File: src/orpp_pkg.sv
// Package for the output register bank with preload and power-up reset
package orpp_pkg;
    // ==========================================================
    // Sizes
    localparam int NUM_REGS = 10;

    // ==========================================================
    // Reset values
    localparam logic [NUM_REGS-1:0] REG_RESET = 10'h000;

    // ==========================================================
    // Timing
    localparam int CLK_PERIOD_NS        = 10;
    localparam int POR_INTERVAL_TYP_NS  = 600;
    localparam int POR_INTERVAL_MAX_NS  = 1000;
    // Longest time rounds down, at least one cycle
    localparam int POR_INTERVAL_CYCLES  =
        (POR_INTERVAL_MAX_NS / CLK_PERIOD_NS) < 1 ? 1 : (POR_INTERVAL_MAX_NS / CLK_PERIOD_NS);
    localparam int POR_CNT_W            = $clog2(POR_INTERVAL_CYCLES + 1);

    // ==========================================================
    // Carriers
    typedef struct packed {
        logic [NUM_REGS-1:0] data;   // Synchronised I/O pin levels
        logic                select; // Synchronised preload select
        logic                clkPin; // Synchronised register clock pin
    } orpp_pins_t;
endpackage

File: src/orpp_output_regs.sv
// Output register bank with preload path and power-up reset
`timescale 1ns/10ps
// Contract
// - Preload forces each output register high or low, bypassing product-term logic.
// - Preload stores the pin level directly, independent of output polarity selection.
// - With preload selected, a clock pulse high loads all ten registers at once.
// - Power-up event clears every register low, needing no clock edge.
// - After power-up reset each output shows cleared value through its polarity.
module orpp_output_regs
    import orpp_pkg::*;
#(
    parameter int NREG = orpp_pkg::NUM_REGS
) (
    input  wire logic            clock,                  // System clock, 100 MHz
    input  wire logic            sys_rst,                // Power-up event, async, active high
    input  wire logic            regClkPin,              // Register clock pin from outside
    input  wire logic            preloadSelect,          // Preload condition from outside
    input  wire logic [NREG-1:0] ioPinIn,                // I/O pin levels from outside
    input  wire logic [NREG-1:0] logicNext,              // Product-term next values
    input  wire logic [NREG-1:0] output_polarity_select, // 1 inverts the output
    output logic      [NREG-1:0] ioPinOut,               // Output level to the pins
    output logic      [NREG-1:0] ioPinOe_n,              // Low while driving the pins
    output logic      [NREG-1:0] regState,               // Register contents
    output logic                 porBusy                 // High during reset interval
);
    import orpp_pkg::*;

    // ==========================================================
    // Input synchronisers
    // The first stages are read only by the second stages
    logic [NREG+1:0] syncA_reg;
    logic [NREG+1:0] syncB_reg;
    logic            clkPinDly_reg;
    logic            clkRise;
    logic            pinSelect;
    logic [NREG-1:0] pinData;

    always_ff @(posedge clock or posedge sys_rst) begin
        if (sys_rst) begin
            syncA_reg <= '0;
            syncB_reg <= '0;
        end else begin
            syncA_reg <= {ioPinIn, preloadSelect, regClkPin};
            syncB_reg <= syncA_reg;
        end
    end

    assign pinData   = syncB_reg[NREG+1:2];
    assign pinSelect = syncB_reg[1];

    always_ff @(posedge clock or posedge sys_rst) begin
        if (sys_rst) begin
            clkPinDly_reg <= 1'b0;
        end else begin
            clkPinDly_reg <= syncB_reg[0];
        end
    end

    assign clkRise = syncB_reg[0] & ~clkPinDly_reg;

    // ==========================================================
    // Power-up reset interval
    // Clock edges are ignored until the interval ends, so a pin clock
    // that moves too early cannot corrupt the cleared state
    logic [POR_CNT_W-1:0] porCnt_reg;

    always_ff @(posedge clock or posedge sys_rst) begin
        if (sys_rst) begin
            porCnt_reg <= POR_CNT_W'(POR_INTERVAL_CYCLES);
        end else if (porCnt_reg != '0) begin
            porCnt_reg <= porCnt_reg - POR_CNT_W'(1);
        end
    end

    assign porBusy = (porCnt_reg != '0);

    // ==========================================================
    // Register bank
    logic [NREG-1:0] bank_reg;
    logic [NREG-1:0] bank_next;

    always_comb begin
        bank_next = bank_reg;
        if (clkRise && !porBusy) begin
            if (pinSelect) begin
                bank_next = pinData;
            end else begin
                bank_next = logicNext;
            end
        end
    end

    always_ff @(posedge clock or posedge sys_rst) begin
        if (sys_rst) begin
            bank_reg <= REG_RESET[NREG-1:0];
        end else begin
            bank_reg <= bank_next;
        end
    end

    assign regState = bank_reg;

    // ==========================================================
    // Output buffers
    // Pins are released during preload so the outside party can drive them
    logic [NREG-1:0] pinOut_reg;
    logic [NREG-1:0] pinOe_n_reg;

    always_ff @(posedge clock or posedge sys_rst) begin
        if (sys_rst) begin
            pinOut_reg  <= '0;
            pinOe_n_reg <= '1;
        end else begin
            pinOut_reg  <= bank_next ^ output_polarity_select;
            pinOe_n_reg <= {NREG{pinSelect}};
        end
    end

    assign ioPinOut  = pinOut_reg;
    assign ioPinOe_n = pinOe_n_reg;
endmodule

File: config.mk
export PLATFORM = sky130hd
export DESIGN_NAME = orpp_output_regs
export DESIGN_NICKNAME = d
export VERILOG_FILES = /design/src/orpp_pkg.sv /design/src/orpp_output_regs.sv
export SDC_FILE = /design/constraint.sdc
export NUM_CORES = 1
export LEC_CHECK = 0
export BUFFER_PORTS_ARGS = -buffer_cell sky130_fd_sc_hd__buf_2
export CORE_ASPECT_RATIO = 1.5
export CORE_MARGIN = 1.5
export CORE_UTILIZATION = 56
export DETAILED_ROUTE_END_ITERATION = 8
export GPL_ROUTABILITY_DRIVEN = 0
export PLACE_DENSITY = 0.88
export REMOVE_ABC_BUFFERS = 1
export SKIP_CTS_REPAIR_TIMING = 1
export SLEW_MARGIN = 20
export SYNTH_ARGS = -nofsm -noshare
export SYNTH_HDL_FRONTEND = slang
export SYNTH_SLANG_ARGS = --single-unit
File: constraint.sdc
create_clock -name clock -period 3.9 [get_ports clock]
set_clock_uncertainty 0.05 [all_clocks]
set_input_delay 0.195 -clock clock [delete_from_list [all_inputs] [get_ports clock]]
set_output_delay 0.195 -clock clock [all_outputs]
set_load 0.02 [all_outputs]
==> impl_metrics.yaml <==
synth:
  yosysTopAreaCellShare_pct: 51.91
  synth_most_common_cell: "dfrtp_1"
  synth_xor_area_share_pct: 1.483
  ys_warn_count: 0
  synth_compound_area_share_pct: 3.655
  synth_seq_cells: 53
  synth_edf_count: 0
  synth_top_family_by_area: "simple AND/OR/NAND/NOR gates"
  yosysUniqueCellTypes: 30
  synth_top_area_cell: "dfrtp_1"
  ys_seq_area_share_pct: 56.36
  avgSynthCellArea_um2: 12.57
  synthSimpleGateAreaFrac_pct: 19.92
  ys.flop_type: "dfrtp_1"
  syn_inst: 188
  synthMuxAreaShare_pct: 10.43
  synthTopCellsByArea: "dfrtp_1 (52%), mux2_2 (10%), nand2b_1 (4.8%)"
  netlist_area_mm2: 0.002362
  synth_common_cells: "dfrtp_1 (49), mux2_2 (21), nand2b_1 (18)"
  synth_fa_ha_area_share_pct: 1.059
  synthArstFlopShare_pct: 100.0
layout:
  final_nets: 293
  drive_gt1_share_pct: 41.47
  fin_util_pct: 71.59
  syn_to_final_growth_pct: 21.03
  diodes: 0
sta:
  finalSetupTns_ps: 0
  whs_ps: -10.38
  worstMarginPinSlew_ps: 864.9
  slew_headroom_pct: 42.27
  worst_slack_ps: 1796
  finalCriticalPeriod_ps: 2104
  rsz0062_at_grt: "false"
  min_period_over_period_pct: 53.95
  setup_viol: 0
  slew_violations: 0
  fmax_ghz: 0.4753
  hold_violations: 31
pwr:
  comb_power_share_pct: 19.2
  power.share.clock_pct: 25.7
  power_density_mw_per_mm2: 396.6
  p_leak_nw: 1.419
  sw_frac_of_total_pct: 27.65
  switching_power_w: 0.0003135
  internal_power_w: 0.0008204
  seqPwrFrac_pct: 55.1
  ir_drop_v: 0.0003806
  finalPower_w: 0.001134
clock_network:
  h-tree-depth: 2
  clock_latency_ps: 300
  cts_buffers: 5
  clkTransAtPathRegs_ps: 90
  clock_sinks: 53
  clock-root-buffer: "clkbuf_8"
  cts_max_path_buffers: 2
  cts_tree: "yes"
setup_path:
  crit_path_end_kind: "primary output"
  arrival_ps: 1860
  cp_slowest_cell: "or3_4"
  critPathMaxFanout: 7
  reg2reg_depth: 5
  reg2reg_from: "porCnt_reg[1]"
  worst_ep_required_time_ps: 3650
  crit_type: "register to primary output"
  cp_cell_sequence: "or3_4 > nor4b_4 > inv_1 > buf_2"
  r2r_slack_ps: 2010
  start_kind: "register"
  worstReg2RegEnd: "ioPinOut[2]"
  slowest_delay_ps: 450
floorplan:
  fp-row-count: 28
  dieArea_mm2: 0.004625
  coreArea_mm2: 0.003994
  die_w_um: 56.03
  floorplan.initialDensity_pct: 59.15
  io_pins: 65
  die_y_um: 82.55
status:
  violations: "hold timing"
  status: "finished with violations"
routing:
  drtAntennaViolNets: 0
  drc: 0
  via_per_inst: 5.498
  drt_wl_total_um: 4468
  firstDrtPassIters: 4
  num_vias: 1666
  initialDrtViolationCount: 47
  wl_per_cell_um: 14.75
global_routing:
  grt_pass1_vias: 1598
  grt_usage_pct: 20.74
  grt_max_degree: 54
  grt_pass1_wl_um: 7113
  grt_overflow: 0
  antenna_found_initial: 0
place:
  dp_slack_ps: 2038
  place_hpwl_um: 3070
  io_buffers: 64
hold_path:
  hp-class: "input pin to asynchronous set/reset pin"
flow_run:
  maxCapViolCount: 0
-- through the flow --
stage	cell area [um2]	std cells
2_1_floorplan	2247	172
4_1_cts	2738	291
6_report	2859	303
3_5_place_dp	2651	283
3_3_place_gp	2651	283
5_1_grt	2859	303
-- power groups by stage --
| stage | logic, W | registers, W | clock network (W) |
|---|---|---|---|
| finish | 0.000218 | 0.000625 | 0.000291 |
| global route | 0.000238 | 0.000630 | 0.000324 |
| CTS | 0.000211 | 0.000625 | 0.000303 |
| detailed placement | 0.000210 | 0.000636 | 0 |
| global placement | 0.000205 | 0.000634 | 0 |
| floorplan | 0.0000820 | 0.000684 | 0 |
-- kinds of logic after synthesis --
logic type	count (synthesis)
AO/OA/AOI/OAI	12
XOR/XNOR	4
adder cells (fa/ha/maj)	2
buffers and inverters	30
flip-flops	53
multiplexers	22
AND/OR/NAND/NOR	65
-- how the worst max path moves through the flow --
| stage | startpoint | endpoint | slack (ps) | cells after the start |
|---|---|---|---|---|
| after CTS | porCnt_reg[4] | porBusy | 1760 | 4 |
| after floorplan | porCnt_reg[0] | ioPinOut[0] | 890 | 5 |
| final | porCnt_reg[4] | porBusy | 1800 | 4 |
| after detailed placement | porCnt_reg[0] | ioPinOut[4] | 2040 | 6 |
| after global routing | porCnt_reg[4] | porBusy | 1670 | 4 |
| after global placement | porCnt_reg[0] | ioPinOut[6] | 2120 | 6 |
-- layer usage --
| layer | global-route usage [%] | wire (um) |
|---|---|---|
| met1 | 22.30 | 1779 |
| met4 | 9.762 | 84 |
| met5 | 0 | 0 |
| met2 | 38.24 | 2374 |
| met3 | 5.140 | 230 |
-- worst max-delay path: cells and delay by family (launching register included) --
family / cells / cell delay, ps
flip-flops: 1 / 440
buffers and inverters: 2 / 240
AND/OR/NAND/NOR: 2 / 880
-- area by class of cell --
| cell class | instances | area (um2) |
|---|---|---|
| Tap cell | 45 | 56.30 |
| Clock buffer | 5 | 68.82 |
| Multi-Input combinational cell | 105 | 875.8 |
| Inverter | 14 | 53.80 |
| Timing Repair Buffer | 78 | 455.4 |
| Clock inverter | 3 | 17.52 |
| Sequential cell | 53 | 1331 |
| Fill cell | 305 | 1135 |
-- layout by cell type (no fill, tap or decap), drive strengths merged, types with 5 or more instances in the layout --
master | synthesis | final
dfrtp | 49 | 49
or3 | 10 | 10
buf | 16 | 66
nand2b | 18 | 18
mux2 | 21 | 21
dlygate4sd3 | 0 | 12
inv | 14 | 13
clkbuf | 0 | 5
a22oi | 9 | 9
nor4 | 10 | 10
and4 | 9 | 9
No activity file was read; power rests on OpenSTA's default activity.
